**src/logic/ubg_defs.svh**
```systemverilog
`ifndef UBG_DEFS_SVH
`define UBG_DEFS_SVH

// Register byte addresses on the Wishbone slave
`define UBG_ADDR_TXCHAR   8'h00
`define UBG_ADDR_RXCHAR   8'h04
`define UBG_ADDR_DIVISOR  8'h08
`define UBG_ADDR_CTRL     8'h0C
`define UBG_ADDR_STATUS   8'h10

// Field positions
`define UBG_CHAR_W        9
`define UBG_NINTH_BIT     8
`define UBG_CTRL_HS       0
`define UBG_CTRL_NINE     1

// Reset values
`define UBG_DIVISOR_RST   16'h0000
`define UBG_RXCHAR_RST    9'h000

// Oversampling per bit time
`define UBG_OVS_LO        5'h10
`define UBG_OVS_HI        5'h04

// Transmit FIFO depth in words
`define UBG_FIFO_DEPTH    8

`endif

```
**src/logic/ubg_pkg.sv**
```systemverilog
package ubg_pkg;
  typedef logic [8:0] ubg_char_t;
  typedef enum logic [1:0] {
    UBG_IDLE  = 2'b00,
    UBG_START = 2'b01,
    UBG_DATA  = 2'b11,
    UBG_STOP  = 2'b10
  } ubg_state_e;
endpackage

```
**src/logic/ubg_stream_if.sv**
```systemverilog
`timescale 1ns/1ps
// Valid/ready word stream: register front end to FIFO, and FIFO to transmit shifter
interface ubg_stream_if #(parameter int WIDTH = 9);
  logic             valid;
  logic             ready;
  logic [WIDTH-1:0] data;
  modport source (output valid, output data, input ready);
  modport sink   (input valid, input data, output ready);
endinterface

```
**src/logic/ubg_fifo.sv**
```systemverilog
`timescale 1ns/1ps
// Small synchronous FIFO; read data held in a register
module ubg_fifo #(
  parameter int WIDTH = 9,
  parameter int DEPTH = 8
) (
  input  wire logic clk_i,
  input  wire logic rst_i,
  ubg_stream_if.sink   wr,
  ubg_stream_if.source rd
);
  localparam int AW = $clog2(DEPTH);

  logic [WIDTH-1:0] mem [DEPTH];
  logic [AW-1:0]    wptr;
  logic [AW-1:0]    rptr;
  logic [AW:0]      count;
  logic [WIDTH-1:0] out_q;
  logic             out_v;
  logic             push;
  logic             pop;
  logic             load;

  // Output register refills whenever storage holds a word and it is empty or being taken
  assign load    = (count != '0) && (!out_v || rd.ready);
  assign push    = wr.valid && wr.ready;
  assign pop     = load;
  assign wr.ready = (count != (AW+1)'(DEPTH));
  assign rd.valid = out_v;
  assign rd.data  = out_q;

  // Storage
  always_ff @(posedge clk_i) begin
    if (push) begin
      mem[wptr] <= wr.data;
    end
  end

  // Pointers and occupancy
  always_ff @(posedge clk_i) begin
    if (rst_i) begin
      wptr  <= '0;
      rptr  <= '0;
      count <= '0;
    end else begin
      if (push) begin
        wptr <= (wptr == AW'(DEPTH-1)) ? '0 : wptr + 1'b1;
      end
      if (pop) begin
        rptr <= (rptr == AW'(DEPTH-1)) ? '0 : rptr + 1'b1;
      end
      count <= count + (AW+1)'(push) - (AW+1)'(pop);
    end
  end

  // Registered read port
  always_ff @(posedge clk_i) begin
    if (rst_i) begin
      out_v <= 1'b0;
      out_q <= '0;
    end else if (load) begin
      out_v <= 1'b1;
      out_q <= mem[rptr];
    end else if (rd.ready) begin
      out_v <= 1'b0;
    end
  end
endmodule

```
**src/logic/ubg_baud.sv**
```systemverilog
`timescale 1ns/1ps
`include "ubg_defs.svh"
// Baud timer plus oversampling prescaler, yields tick and bit-time pulses
module ubg_baud #(
  parameter int DIV_W = 16
) (
  input  wire logic             clk_i,
  input  wire logic             rst_i,
  input  wire logic             cy_en_i,
  input  wire logic [DIV_W-1:0] divisor_i,
  input  wire logic             high_speed_i,
  input  wire logic             restart_i,
  output logic                  tick_o,
  output logic                  bit_o
);
  logic [DIV_W-1:0] baud_timer;
  logic [4:0]       ovs_cnt;
  logic [4:0]       ovs_top;
  logic             wrap;

  assign ovs_top = high_speed_i ? `UBG_OVS_HI : `UBG_OVS_LO;
  assign wrap    = cy_en_i && (baud_timer == divisor_i);

  // Free-running timer, period divisor+1 instruction cycles
  always_ff @(posedge clk_i) begin
    if (rst_i || restart_i) begin
      baud_timer <= '0;
    end else if (wrap) begin
      baud_timer <= '0;
    end else if (cy_en_i) begin
      baud_timer <= baud_timer + 1'b1;
    end
  end

  // Group 16 or 4 timer periods into one bit time
  always_ff @(posedge clk_i) begin
    if (rst_i || restart_i) begin
      ovs_cnt <= '0;
      tick_o  <= 1'b0;
      bit_o   <= 1'b0;
    end else begin
      tick_o <= wrap;
      bit_o  <= 1'b0;
      if (wrap) begin
        if (ovs_cnt >= ovs_top - 5'h01) begin
          ovs_cnt <= '0;
          bit_o   <= 1'b1;
        end else begin
          ovs_cnt <= ovs_cnt + 5'h01;
        end
      end
    end
  end
endmodule

```
**src/logic/ubg_top.sv**
```systemverilog
// Added by the designer: the Wishbone slave port and the placing of the registers.
`timescale 1ns/1ps
`include "ubg_defs.svh"
// Contract
// - A free-running 16-bit baud timer has its period set by the baud divisor register.
// - The baud timer advances on the instruction clock, half the system clock rate.
// - In normal speed the bit rate is the instruction clock over 16 times divisor plus one.
// - In high speed the bit rate is the instruction clock over 4 times divisor plus one.
// - Any write of the baud divisor clears the baud timer immediately.
// - Transmit character is write-only with the character in bits 7-0 and the ninth bit at 8.
// - Receive character is read-only, hardware updated, reset zero, ninth bit at 8.
// - Bits 15 to 9 of both character registers read as zero.
module ubg_top #(
  parameter int DIV_W = 16,
  parameter int DEPTH = `UBG_FIFO_DEPTH
) (
  input  wire logic        clk_i,
  input  wire logic        rst_i,
  input  wire logic        wb_cyc_i,
  input  wire logic        wb_stb_i,
  input  wire logic        wb_we_i,
  input  wire logic [7:0]  wb_adr_i,
  input  wire logic [3:0]  wb_sel_i,
  input  wire logic [31:0] wb_dat_i,
  output logic      [31:0] wb_dat_o,
  output logic             wb_ack_o,
  input  wire logic        rx_i,
  output logic             tx_o
);
  ubg_stream_if #(.WIDTH(`UBG_CHAR_W)) wr_s ();
  ubg_stream_if #(.WIDTH(`UBG_CHAR_W)) rd_s ();

  logic [DIV_W-1:0]     baud_divisor;
  logic                 high_speed_baud_select;
  logic                 nine_bit_mode;
  ubg_pkg::ubg_char_t   receive_character;
  logic                 rx_full;
  logic                 rx_overrun;
  logic                 cy_en;
  logic                 tick;
  logic                 bit_tick;
  logic                 req;
  logic                 wr_req;
  logic                 div_wr;
  logic                 tx_wr;
  logic                 rx_rd;
  logic                 push_q;
  ubg_pkg::ubg_char_t   push_d;
  logic                 rx_done;
  ubg_pkg::ubg_char_t   rx_word;

  assign req    = wb_cyc_i && wb_stb_i && !wb_ack_o;
  assign wr_req = req && wb_we_i;
  assign div_wr = wr_req && (wb_adr_i == `UBG_ADDR_DIVISOR) && (wb_sel_i[1:0] != 2'h0);
  assign tx_wr  = wr_req && (wb_adr_i == `UBG_ADDR_TXCHAR);
  assign rx_rd  = req && !wb_we_i && (wb_adr_i == `UBG_ADDR_RXCHAR);

  // Instruction clock enable: every second system clock
  always_ff @(posedge clk_i) begin
    if (rst_i) begin
      cy_en <= 1'b0;
    end else begin
      cy_en <= !cy_en;
    end
  end

  ubg_baud #(.DIV_W(DIV_W)) u_baud (
    .clk_i        (clk_i),
    .rst_i        (rst_i),
    .cy_en_i      (cy_en),
    .divisor_i    (baud_divisor),
    .high_speed_i (high_speed_baud_select),
    .restart_i    (div_wr),
    .tick_o       (tick),
    .bit_o        (bit_tick)
  );

  // Single-cycle ack; every address answers, unmapped reads zero
  always_ff @(posedge clk_i) begin
    if (rst_i) begin
      wb_ack_o <= 1'b0;
      wb_dat_o <= 32'h0000_0000;
    end else begin
      wb_ack_o <= req;
      wb_dat_o <= 32'h0000_0000;
      if (req && !wb_we_i) begin
        if (wb_adr_i == `UBG_ADDR_RXCHAR) begin
          wb_dat_o <= {23'h000000, receive_character};
        end else if (wb_adr_i == `UBG_ADDR_DIVISOR) begin
          wb_dat_o <= {{(32-DIV_W){1'b0}}, baud_divisor};
        end else if (wb_adr_i == `UBG_ADDR_CTRL) begin
          wb_dat_o <= {30'h0, nine_bit_mode, high_speed_baud_select};
        end else if (wb_adr_i == `UBG_ADDR_STATUS) begin
          wb_dat_o <= {28'h0000000, rx_overrun, rx_full, rd_s.valid, !wr_s.ready};
        end
      end
    end
  end

  // Divisor register, byte lanes honoured
  always_ff @(posedge clk_i) begin
    if (rst_i) begin
      baud_divisor <= `UBG_DIVISOR_RST;
    end else if (div_wr) begin
      if (wb_sel_i[0]) begin
        baud_divisor[7:0] <= wb_dat_i[7:0];
      end
      if (wb_sel_i[1]) begin
        baud_divisor[DIV_W-1:8] <= wb_dat_i[DIV_W-1:8];
      end
    end
  end

  // Control bits
  always_ff @(posedge clk_i) begin
    if (rst_i) begin
      high_speed_baud_select <= 1'b0;
      nine_bit_mode          <= 1'b0;
    end else if (wr_req && (wb_adr_i == `UBG_ADDR_CTRL) && wb_sel_i[0]) begin
      high_speed_baud_select <= wb_dat_i[`UBG_CTRL_HS];
      nine_bit_mode          <= wb_dat_i[`UBG_CTRL_NINE];
    end
  end

  // Transmit write goes into FIFO; a write to a full FIFO is dropped
  always_ff @(posedge clk_i) begin
    if (rst_i) begin
      push_q <= 1'b0;
      push_d <= '0;
    end else begin
      push_q <= tx_wr && wr_s.ready;
      if (tx_wr) begin
        push_d <= {nine_bit_mode & wb_dat_i[`UBG_NINTH_BIT], wb_dat_i[7:0]};
      end
    end
  end
  assign wr_s.valid = push_q;
  assign wr_s.data  = push_d;

  ubg_fifo #(.WIDTH(`UBG_CHAR_W), .DEPTH(DEPTH)) u_fifo (
    .clk_i (clk_i),
    .rst_i (rst_i),
    .wr    (wr_s),
    .rd    (rd_s)
  );

  // Transmit shifter: start, 8 or 9 data bits LSB first, stop
  ubg_pkg::ubg_state_e tx_state;
  logic [8:0]          tx_sh;
  logic [3:0]          tx_cnt;
  logic                tx_take;
  assign tx_take = (tx_state == ubg_pkg::UBG_IDLE) && rd_s.valid && bit_tick;
  assign rd_s.ready = tx_take; // Shifter stalls the FIFO until idle

  always_ff @(posedge clk_i) begin
    if (rst_i) begin
      tx_state <= ubg_pkg::UBG_IDLE;
      tx_sh    <= '0;
      tx_cnt   <= '0;
      tx_o     <= 1'b1;
    end else if (bit_tick) begin
      case (tx_state)
        ubg_pkg::UBG_IDLE: begin
          tx_o <= 1'b1;
          if (rd_s.valid) begin
            tx_sh    <= rd_s.data;
            tx_o     <= 1'b0;
            tx_state <= ubg_pkg::UBG_START;
          end
        end
        ubg_pkg::UBG_START: begin
          tx_o     <= tx_sh[0];
          tx_sh    <= {1'b0, tx_sh[8:1]};
          tx_cnt   <= 4'h1;
          tx_state <= ubg_pkg::UBG_DATA;
        end
        ubg_pkg::UBG_DATA: begin
          if (tx_cnt == (nine_bit_mode ? 4'h9 : 4'h8)) begin
            tx_o     <= 1'b1;
            tx_state <= ubg_pkg::UBG_STOP;
          end else begin
            tx_o   <= tx_sh[0];
            tx_sh  <= {1'b0, tx_sh[8:1]};
            tx_cnt <= tx_cnt + 4'h1;
          end
        end
        default: begin
          tx_o     <= 1'b1;
          tx_state <= ubg_pkg::UBG_IDLE;
        end
      endcase
    end
  end

  // Receive sampler on oversampling ticks; mid-bit sample
  ubg_pkg::ubg_state_e rx_state;
  logic [4:0]          rx_ph;
  logic [3:0]          rx_cnt;
  logic [4:0]          ovs;
  logic [4:0]          half;
  assign ovs  = high_speed_baud_select ? `UBG_OVS_HI : `UBG_OVS_LO;
  assign half = {1'b0, ovs[4:1]};

  always_ff @(posedge clk_i) begin
    if (rst_i) begin
      rx_state <= ubg_pkg::UBG_IDLE;
      rx_ph    <= '0;
      rx_cnt   <= '0;
      rx_word  <= '0;
      rx_done  <= 1'b0;
    end else begin
      rx_done <= 1'b0;
      if (tick) begin
        rx_ph <= rx_ph + 5'h01;
        case (rx_state)
          ubg_pkg::UBG_IDLE: begin
            rx_ph <= '0;
            if (!rx_i) begin
              rx_state <= ubg_pkg::UBG_START;
            end
          end
          ubg_pkg::UBG_START: begin
            if (rx_ph == half - 5'h01) begin
              rx_ph    <= '0;
              rx_cnt   <= '0;
              rx_word  <= '0;
              rx_state <= rx_i ? ubg_pkg::UBG_IDLE : ubg_pkg::UBG_DATA;
            end
          end
          ubg_pkg::UBG_DATA: begin
            if (rx_ph == ovs - 5'h01) begin
              rx_ph   <= '0;
              rx_word <= nine_bit_mode ? {rx_i, rx_word[8:1]} : {1'b0, rx_i, rx_word[7:1]};
              rx_cnt  <= rx_cnt + 4'h1;
              if (rx_cnt == (nine_bit_mode ? 4'h8 : 4'h7)) begin
                rx_state <= ubg_pkg::UBG_STOP;
              end
            end
          end
          default: begin
            if (rx_ph == ovs - 5'h01) begin
              rx_done  <= rx_i; // Framing error drops the character
              rx_state <= ubg_pkg::UBG_IDLE;
            end
          end
        endcase
      end
    end
  end

  // Receive character register and status; new data wins over a read
  always_ff @(posedge clk_i) begin
    if (rst_i) begin
      receive_character <= `UBG_RXCHAR_RST;
      rx_full           <= 1'b0;
      rx_overrun        <= 1'b0;
    end else if (rx_done) begin
      receive_character <= rx_word;
      rx_full           <= 1'b1;
      rx_overrun        <= rx_overrun | rx_full;
    end else if (rx_rd) begin
      rx_full    <= 1'b0;
      rx_overrun <= 1'b0;
    end
  end
endmodule

```
**config.mk**
```make
export PLATFORM = sky130hd
export DESIGN_NAME = ubg_top
export DESIGN_NICKNAME = d
export VERILOG_FILES = /design/src/logic/ubg_pkg.sv /design/src/logic/ubg_stream_if.sv /design/src/logic/ubg_fifo.sv /design/src/logic/ubg_baud.sv /design/src/logic/ubg_top.sv
export VERILOG_INCLUDE_DIRS = /design/src /design/src/logic
export SDC_FILE = /design/constraint.sdc
export NUM_CORES = 1
export LEC_CHECK = 0
export ABC_AREA = 1
export BUFFER_PORTS_ARGS = -buffer_cell sky130_fd_sc_hd__buf_4
export CORE_ASPECT_RATIO = 1.4
export CORE_UTILIZATION = 50
export CTS_BUF_LIST = sky130_fd_sc_hd__clkbuf_16
export DETAILED_ROUTE_END_ITERATION = 10
export PLACE_DENSITY = 0.69
export SYNTH_ARGS = -nofsm -noshare
export SYNTH_HDL_FRONTEND = slang
export SYNTH_SLANG_ARGS = --single-unit
```
**constraint.sdc**
```tcl
create_clock -name clk_i -period 3.65 [get_ports clk_i]
set_input_delay 0.1825 -clock clk_i [delete_from_list [all_inputs] [get_ports clk_i]]
set_output_delay 0.1825 -clock clk_i [all_outputs]
set_load 0.03 [all_outputs]
```
==> impl_results.md, run 1 <==
- Mux share of post-synthesis cell area: 0%
- Clock latency on the worst-skew pair: a little under 0.5 ns
- Max_slew headroom: approximately 34%
- DIE HEIGHT: approximately 160 um
- Worst-Margin Slew: approximately 1 ns
- Reg2reg path depth: 12
- Number of global-route vias before repair: 6873
- Gr ovfl total: 0
- Root Buffer: clkbuf_16
- VDD IR max: 324.6 uV
- Most area-hungry cell type in the Yosys netlist: dfxtp_1
- Final cell count without fillers: around 1400
- Final Hold Fails: 0
- CTS max path bufs: 3
- Final Net Count: 1233
- Pins Over Slew Limit: 0
- Total power: 5.444 mW
- Final period util: 72.92%
- Peak Freq: 375.7 MHz
- Final setup viols: 0
- P per Cell Area: 518.0 mW/mm^2
- TritonCTS clock tree: built
- Synth async-reset ratio: 0%
- Residual DRC: 0
- GRT Util Overall: 22.56%
- Crit. End Element: flop
- CTS Buf Count: 20
- Leakage: about 4.3 nW
- Design area: 0.01051 sq mm
- Sequential cell area fraction in the yosys report: 52.72%
- Detailed Routing Iterations Pass 1: 5
- Synthesis-stage register bit count: ~210
- Post-synthesis compound-gate area fraction: 13.99%
- Minimum clock period: about 2.7 ns
- Drt wl/cell: 14.55 um
- RSZ-0062 raised after global routing: false
- Simple-gate area share of the yosys netlist: 20.11%
- Ys flop type: dfxtp_1
- Post-CTS Hold Buffers: 17
- Syn avg cell area: 8.358 sq um
- Sink Count: 209
- Dpl cells: 1365
- Status: finished, final reports clean
- Die Width: 117.3 um
- Synth-to-Final Area Change: 12.98%
- Mapped Area: 0.009303 sq mm
- Hold Crit Class: in -> reg
- Vias per cell: 5.156
- PortBufs: 49
- Syn Inst Count: 1113
- Number of flops mapped to enable cells by yosys: 72
- Kind of critical path: reg -> reg
- Post-Synth Adder-Cell Area: 2.502%
- Routability cong.: about 0.89
- Fin Hold WS: 0.009417 ns
- Largest net degree at the start of global routing: 43
- First-pass GRT wire length: 33660 um
- Clk_skew: ~0.0066 ns
- Critical path arrival: around 3 ns
- DR iter-0 viols: 356
- Ant. Diodes: 0
- Synth area leaders: dfxtp_1, edfxtp_1, nand2_1
- Fraction of layout cells with a size suffix above 1: 8.736%
- Starting density of the core: between 50% and 60%
- Clock Pin Slew Worst Setup and Hold Paths: 0.07 ns
- Htree depth: 1
- Die area: 0.01916 sq mm
- Setup bufs post-CTS: 0
- Antenna Nets Post-Route: 0
- Largest family of logic cells by synthesized area: simple AND/OR/NAND/NOR gates
- Core Rows: 58
- Synth Warn #: 0
- Critical path launch point type: flop
- CP max FO: 16
- Post-synth cell types: 48
- Placed Instance Area: just under 0.01 sq mm
- Final HPWL DP: roughly 15000 um
- WHS Path Cells: 3
- Synth Area in XOR/XNOR: 2.071%
- Core ar.: 0.01807 sq mm
- Setup tns final: 0 ns
- Area fraction of the dominant cell type after synthesis: between 20 and 30%
- Max-capacitance violation count: 0
- IO Pins: 84
- Worst Path Required: about 4 ns
- Routed vias: 7317
- Post_cts resized: 0
- Initial antenna violation count: 1
- Final wirelength: 20650 um
## per-stage QoR
stage | setup WS (ns) | util (%)
global placement | 1.118 | 53.86
floorplan | 1.520 | -
finish | 0.9883 | 58.16
detailed placement | 1.066 | 53.86
CTS | 0.9754 | 58.11
global route | 0.7709 | 58.16
## cell usage after synthesis, types with 5 or more instances
cell      count
dfxtp_1     137
nor2_1      173
xnor2_1       5
a21oi_1      86
o211ai_1     20
inv_1       117
nand2_1     186
o21ai_0     102
nand4_1      19
nand3_1      38
nor3_1       14
edfxtp_1     72
a31oi_1       8
buf_2         9
xor2_1       17
ha_1         17
buf_4        25
clkbuf_1     19
## path summary, 6_finish.rpt
check / endpoint / startpoint / slack [ns]
worst max-delay path: u_fifo.count[2] / tx_state[0] / 0.99
worst min-delay path: baud_divisor[10] / wb_dat_i[10] / 0.009
worst max register to register: u_fifo.count[2] / tx_state[0] / 0.99
worst min register to register: receive_character[0] / rx_word[0] / 0.46
## sequential cells by signal (all words and copies together) (netlist names), 9 cells and up
signal / flops
receive_character: 9
wb_dat_o: 16
u_fifo.rd.data: 9
u_baud.baud_timer: 16
push_d: 9
rx_word: 9
tx_sh: 9
u_fifo.mem: 72
baud_divisor: 16
## layer usage
layer	GRT usage [%]	up-vias	share of wire [%]
li1	-	3751	-
met1	26.67	3356	41
met2	40.35	164	52
met3	3.265	44	4.2
met4	9.033	2	3.1
met5	0	-	0.063
## worst max-delay path, cell delays in order (launching register included)
cell and delay, ns:
dfxtp_1 0.31, buf_4 0.19, nor2_1 0.07, a21oi_1 0.13, inv_1 0.07, nand2_2 0.21
inv_1 0.28, ha_1 0.37, inv_1 0.04, ha_1 0.20, fa_1 0.41, xnor2_1 0.18
nor2_1 0.07
## power by group
part	leakage, nW	switching, mW	internal (mW)	total [mW]
Sequential	1.86	0.0965	2.48	2.58
Clock	0.313	0.860	1.04	1.90
Combinational	2.09	0.624	0.334	0.959
## cell type report
type                            count  area [sq um]
Fill cell                        1654          7560
Sequential cell                   209          4905
Multi-Input combinational cell    739          3657
Timing Repair Buffer               73         593.1
Clock buffer                       21         525.5
Inverter                          122         457.9
Tap cell                          240         300.3
Clock inverter                     15         71.32
## cells in the final DEF (no fill, tap or decap), types with 2 or more instances in the layout
cell type,n
nor3b_1,2
ha_1,17
edfxtp_1,72
nand3_1,38
inv_2,5
o21ai_0,102
clkinv_1,4
dlygate4sd3_1,18
o22ai_1,4
clkinv_2,5
o21ai_1,3
dfxtp_1,137
nor2_1,173
a211oi_1,4
nor2_2,4
conb_1,16
a31oi_1,8
xnor2_1,5
buf_4,55
inv_1,121
nand2_2,3
clkbuf_16,21
o211ai_1,20
xor2_1,17
a21oi_1,86
nand4_1,19
nor3_1,14
nand2_1,186
## cell families (layout without fill, tap and decap cells)
logic type / count (synthesis) / after routing
other cells: 1 / 16
buf+inv: 180 / 231
xor+xnor: 22 / 22
flops: 209 / 209
simple gates: 447 / 447
fa+ha+maj: 18 / 18
compound gates: 236 / 236
No activity file was read; power rests on OpenSTA's default activity.
==> run 2: changes to the inputs <==
Settings changed: PLACE_DENSITY 0.69 to 0.72.
Clock period 3.65 ns to 2.2 ns, I/O delays scaled along.
==> impl_results.md, run 2 (same netlist as run 1, synthesis figures left out) <==
- Status: finished, final reports clean (unchanged)
- Clk_skew: 0.01550 ns (was 0.006576 ns)
- Final HPWL DP: 14340 um (was 14500 um)
- Peak Freq: 493.3 MHz (was 375.7 MHz)
- Setup bufs post-CTS: 0 (unchanged)
- Reg2reg path depth: 11 (was 12)
- WHS Path Cells: 5 (was 3)
- Clock latency on the worst-skew pair: 0.51 ns (was 0.49 ns)
- Hold Crit Class: in -> reg (unchanged)
- Reg-to-reg setup timing slack: 0.17 ns (was 0.99 ns)
- Most frequent CP cell: ha_1 (was inv_1)
- Max reg flops: 72 (unchanged)
- Vias per cell: 5.179 (was 5.156)
- Reg2reg start: u_fifo.count[2] (was tx_state[0])
- Drt wl/cell: 14.80 um (was 14.55 um)
- CTS max path bufs: 3 (unchanged)
- Root Buffer: clkbuf_16 (unchanged)
- Reg2reg end: u_fifo.count[2] (unchanged)
- Core ar.: 0.01807 sq mm (unchanged)
- Final Hold Fails: 0 (unchanged)
- Commonest non-fill, non-tap cell in the layout: nand2_1 (unchanged)
- Biggest register: u_fifo.mem (unchanged)
- Final wirelength: 21310 um (was 20650 um)
- Die area: 0.01916 sq mm (unchanged)
- Crit. End Element: flop (unchanged)
- Antenna Nets Post-Route: 0 (unchanged)
- Crit-path max cell delay: 0.39 ns (was 0.41 ns)
- CP max-delay cell: fa_1 (unchanged)
- Die Width: 117.3 um (unchanged)
- Pins Over Slew Limit: 0 (unchanged)
- Hold Crit Endpoint: rx_overrun (was baud_divisor[10])
- Critical path arrival: 2.40 ns (was 3.02 ns)
- Starting density of the core: 51.48% (unchanged)
- RSZ-0062 raised after global routing: false (unchanged)
- Sink Count: 209 (unchanged)
- Worst hold start: wb_we_i (was wb_dat_i[10])
- Largest net degree at the start of global routing: 40 (was 43)
- Max_slew headroom: 58.70% (was 34.03%)
- Kind of critical path: reg -> reg (unchanged)
- DIE HEIGHT: 163.4 um (unchanged)
- CP max FO: 3 (was 16)
- Minimum clock period: 2.027 ns (was 2.662 ns)
- Detailed Routing Iterations Pass 1: 6 (was 5)
- CP top delay family: adder cells (unchanged)
- Synth-to-Final Area Change: 15.21% (was 12.98%)
- First-pass GRT wire length: 35220 um (was 33660 um)
- Final period util: 92.14% (was 72.92%)
- CP Cell Sequence: inv_2, ha_1, nand3_1, nand2_2, inv_1, ha_1, inv_1, ha_1, fa_1, xnor2_1, nor2_1 (was buf_4, nor2_1, a21oi_1, inv_1, nand2_2, inv_1, ha_1, inv_1, ha_1, fa_1, xnor2_1, nor2_1)
- Core Rows: 58 (unchanged)
- Most frequent cells in the layout: nand2_1, nor2_1, dfxtp_1 (unchanged)
- Final setup viols: 0 (unchanged)
- Fraction of layout cells with a size suffix above 1: 10.34% (was 8.736%)
- GRT Util Overall: 23.58% (was 22.56%)
- VDD IR max: 635.7 uV (was 324.6 uV)
- Max-capacitance violation count: 0 (unchanged)
- Crit path buf inv count: 3 (was 4)
- DR iter-0 viols: 523 (was 356)
- Leakage: 4.351 nW (was 4.259 nW)
- Worst-Margin Slew: 0.6130 ns (was 0.9852 ns)
- Fin Hold WS: 0.03763 ns (was 0.009417 ns)
- CTS Buf Count: 21 (was 20)
- Clock Pin Slew Worst Setup and Hold Paths: 0.06 ns (was 0.07 ns)
- Worst Path Required: 2.57 ns (was 4.01 ns)
- Initial antenna violation count: 1 (unchanged)
- Htree depth: 1 (unchanged)
- TritonCTS clock tree: built (unchanged)
- Gr ovfl total: 0 (unchanged)
- Residual DRC: 0 (unchanged)
- Final Net Count: 1252 (was 1233)
- PortBufs: 49 (unchanged)
- Number of global-route vias before repair: 7182 (was 6873)
- Critical path launch point type: flop (unchanged)
- Setup tns final: 0 ns (unchanged)
- P per Cell Area: 872.5 mW/mm^2 (was 518.0 mW/mm^2)
- Routed vias: 7458 (was 7317)
- IO Pins: 84 (unchanged)
- Routability cong.: 0.9568 (was 0.8885)
[run 2: changes by cell type in the layout (fill, tap and decap cells not counted), sizes merged]
cell,delta
inv,-4
bufinv,+1
buf,+16
diode,+1
dlygate4sd3,+2
clkinv,+1
clkinvlp,+4
[run 2: worst max-delay path by stage]
stage,slack [ns],cells after the start,start,endpoint
2_1_floorplan,0.07,13,tx_state[0],u_fifo.count[2]
3_3_place_gp,0.27,11,u_fifo.count[2],u_fifo.count[2]
3_5_place_dp,0.20,11,u_fifo.count[2],u_fifo.count[2]
4_1_cts,0.15,11,u_fifo.count[2],u_fifo.count[2]
5_1_grt,0.02,11,u_fifo.count[2],u_fifo.count[2]
6_report,0.17,11,u_fifo.count[2],u_fifo.count[2]
[run 2: repair_timing]
action | 4_1_cts | 5_1_grt
hold endpoints to repair | 35 | 0
endpoints found under the setup margin | 0 | 2
gates resized for setup | 0 | 1
hold buffers | 20 | 0
[run 2: stage by stage]
step / power [mW] / cells / instance area (sq um) / util, % / setup WS, ns
2_1_floorplan: 5.548 / 1128 / 9359 / - / 0.07030
4_1_cts: 9.414 / 1439 / 10720 / 59.30 / 0.1526
3_5_place_dp: 6.021 / 1381 / 9866 / 54.60 / 0.1958
5_1_grt: 9.844 / 1440 / 10720 / 59.31 / 0.01921
6_report: 9.351 / 1440 / 10720 / 59.31 / 0.1728
3_3_place_gp: 5.957 / 1381 / 9866 / 54.60 / 0.2682
[run 2: tightest hold or removal path: stages]
cell     delay, ns
buf_4         0.08
inv_1         0.08
nand3_1       0.11
o21ai_0       0.08
inv_1         0.05
[run 2: cell type report]
cell class | count | area [sq um]
Clock inverter | 17 | 123.9
Antenna cell | 1 | 2.502
Timing Repair Buffer | 91 | 745.7
Tap cell | 240 | 300.3
Clock buffer | 21 | 525.5
Multi-Input combinational cell | 739 | 3657
Inverter | 122 | 457.9
Sequential cell | 209 | 4905
Fill cell | 1575 | 7352
[run 2: layer usage]
layer / part of all wire [%] / wire (um) / up-vias / GRT usage (%)
li1: - / - / 3784 / -
met1: 41 / 8656 / 3434 / 28.36
met2: 51 / 10830 / 188 / 41.15
met3: 4.3 / 921 / 52 / 2.820
met4: 4.2 / 900 / 0 / 11.45
met5: 0 / 0 / - / 0
[run 2: power breakdown]
| group | switching [mW] | internal (mW) |
|---|---|---|
| Sequential | 0.0902 | 4.12 |
| Combinational | 1.14 | 0.622 |
| Clock | 1.50 | 1.88 |
| Total | 2.73 | 6.62 |
==> run 3: changes to the inputs <==
Settings changed: CORE_UTILIZATION 50 to 45, PLACE_DENSITY 0.72 to not set, PLACE_DENSITY_LB_ADDON set to 0.12.
==> impl_results.md, run 3 (same netlist as run 1, synthesis figures left out) <==
- Reg2reg end: u_fifo.count[2] (unchanged)
- VDD IR max: 645.4 uV (was 635.7 uV)
- Detailed Routing Iterations Pass 1: 5 (was 6)
- Reg-to-reg setup timing slack: 0.21 ns (was 0.17 ns)
- RSZ-0062 raised after global routing: false (unchanged)
- Antenna Nets Post-Route: 0 (unchanged)
- Die Width: 123.5 um (was 117.3 um)
- WHS Path Cells: 5 (unchanged)
- Hold Crit Class: in -> reg (unchanged)
- Final Net Count: 1255 (was 1252)
- IO Pins: 84 (unchanged)
- Pins Over Slew Limit: 0 (unchanged)
- Design area: 0.01072 sq mm (about the same)
- Synth-to-Final Area Change: 15.28% (was 15.21%)
- Status: finished, final reports clean (unchanged)
- Kind of critical path: reg -> reg (unchanged)
- Met2 routed WL: 11150 um (was 10830 um)
- Commonest non-fill, non-tap cell in the layout: nand2_1 (unchanged)
- Residual DRC: 0 (unchanged)
- TritonCTS clock tree: built (unchanged)
- Sink Count: 209 (unchanged)
- Critical path arrival: 2.36 ns (was 2.40 ns)
- Final Hold Fails: 0 (unchanged)
- Biggest register: u_fifo.mem (unchanged)
- Top layer in use: met4 (unchanged)
- Crit. End Element: flop (unchanged)
- Hold Crit Endpoint: rx_overrun (unchanged)
- Final wirelength: 21550 um (was 21310 um)
- Max reg flops: 72 (unchanged)
- Drt wl/cell: 14.82 um (was 14.80 um)
- Max_slew headroom: 59.91% (was 58.70%)
- Ant. Diodes: 0 (was 1)
- Htree depth: 1 (unchanged)
- Fillers: 1943 (was 1575)
- Clock Pin Slew Worst Setup and Hold Paths: 0.06 ns (about the same)
- Die area: 0.02126 sq mm (was 0.01916 sq mm)
- Worst-Margin Slew: 0.6005 ns (was 0.6130 ns)
- Worst Slack Setup Final: 0.2126 ns (was 0.1728 ns)
- Initial antenna violation count: 0 (was 1)
- Routability cong.: 0.8939 (was 0.9568)
- Fraction of layout cells with a size suffix above 1: 10.40% (was 10.34%)
- Largest net degree at the start of global routing: 41 (was 40)
- Gr ovfl total: 0 (unchanged)
- Clock latency on the worst-skew pair: 0.50 ns (was 0.51 ns)
- Met3 wire len: 685 um (was 921 um)
- DIE HEIGHT: 172.1 um (was 163.4 um)
- Clk_skew: 0.007324 ns (was 0.01550 ns)
- Routed vias: 7359 (was 7458)
- Peak Freq: 503.2 MHz (was 493.3 MHz)
- Max-capacitance violation count: 0 (unchanged)
- Leakage: 4.378 nW (was 4.351 nW)
- Worst Path Required: 2.57 ns (about the same)
- CP max FO: 3 (unchanged)
- Worst hold start: wb_we_i (unchanged)
- Met1 WL: 9139 um (was 8656 um)
- Final period util: 90.33% (was 92.14%)
- Vias per cell: 5.061 (was 5.179)
- Setup tns final: 0 ns (unchanged)
- DR iter-0 viols: 524 (was 523)
- Root Buffer: clkbuf_16 (unchanged)
- P per Cell Area: 866.4 mW/mm^2 (was 872.5 mW/mm^2)
- Number of global-route vias before repair: 7120 (was 7182)
- Core ar.: 0.02007 sq mm (was 0.01807 sq mm)
- CTS Buf Count: 21 (unchanged)
- Most frequent cells in the layout: nand2_1, nor2_1, dfxtp_1 (unchanged)
- Reg2reg path depth: 11 (unchanged)
- PortBufs: 49 (unchanged)
- Starting density of the core: 46.34% (was 51.48%)
- Minimum clock period: 1.987 ns (was 2.027 ns)
- Critical path launch point type: flop (unchanged)
- Final HPWL DP: 14730 um (was 14340 um)
- Dpl ws: 0.2170 ns (was 0.1958 ns)
- Final setup viols: 0 (unchanged)
- First-pass GRT wire length: 35070 um (was 35220 um)
- Core Rows: 61 (was 58)
- CTS max path bufs: 3 (unchanged)
- Placed Instance Area: 0.009898 sq mm (was 0.009866 sq mm)
- GRT Util Overall: 21.39% (was 23.58%)
- Reg2reg start: u_fifo.count[2] (unchanged)
==> run 3: where the power goes <==
| group | leakage [nW] | internal (mW) | switching (mW) | total [mW] |
|---|---|---|---|---|
| registers | 1.86 | 4.12 | 0.0815 | 4.20 |
| logic | 2.20 | 0.604 | 1.13 | 1.73 |
| clock network | 0.323 | 1.86 | 1.49 | 3.36 |
| total | 4.38 | 6.59 | 2.70 | 9.29 |
==> run 3: layout make-up <==
class / count / area [sq um] / share of cell area (%)
tap: 252 / 315.3 / 2.940
sequential: 209 / 4905 / 45.74
clock buffer: 21 / 525.5 / 4.900
clock inverter: 17 / 110.1 / 1.027
timing repair buffer: 94 / 753.2 / 7.024
multi-input combinational: 739 / 3657 / 34.10
inverter: 122 / 457.9 / 4.270
==> run 3: worst max-delay path by stage <==
stage / start / end
after floorplan: tx_state[0] / u_fifo.count[2]
after global placement: u_fifo.count[2] / u_fifo.count[2]
after detailed placement: u_fifo.count[2] / u_fifo.count[2]
after CTS: u_fifo.count[2] / u_fifo.count[2]
after global routing: u_fifo.count[2] / u_fifo.count[2]
final: u_fifo.count[2] / u_fifo.count[2]
==> run 3: worst max-delay path: stages, from the launching register on <==
cell and delay, ns:
dfxtp_1 0.30, inv_1 0.09, ha_1 0.16, nand3_1 0.09
nand2_2 0.08, inv_1 0.05, ha_1 0.27, inv_1 0.04
ha_1 0.20, fa_1 0.38, xnor2_1 0.15, nor2_1 0.06
==> run 3: routing by layer <==
metal	track usage, %	vias up
li1	-	3793
met1	24.88	3413
met2	39.88	117
met3	2.441	36
met4	7.438	0
met5	0	-
==> run 3: through the flow <==
step / hold slack (ns) / power, mW / utilization (%) / cells
after global routing: 0.08966 / 9.788 / 53.43 / 1454
final: 0.04756 / 9.291 / 53.43 / 1454
after CTS: 0.04788 / 9.395 / 53.43 / 1454
after detailed placement: 0.3792 / 6.014 / 49.31 / 1397
after floorplan: 0.2564 / 5.548 / - / 1128
after global placement: 0.3720 / 6.003 / 49.31 / 1397
==> run 3: repair_timing <==
| action | CTS | global route |
|---|---|---|
| hold buffers | 19 | 0 |
| resized for setup | 0 | 0 |
| hold endpoints to repair | 32 | 0 |
| buffers inserted | 0 | 0 |
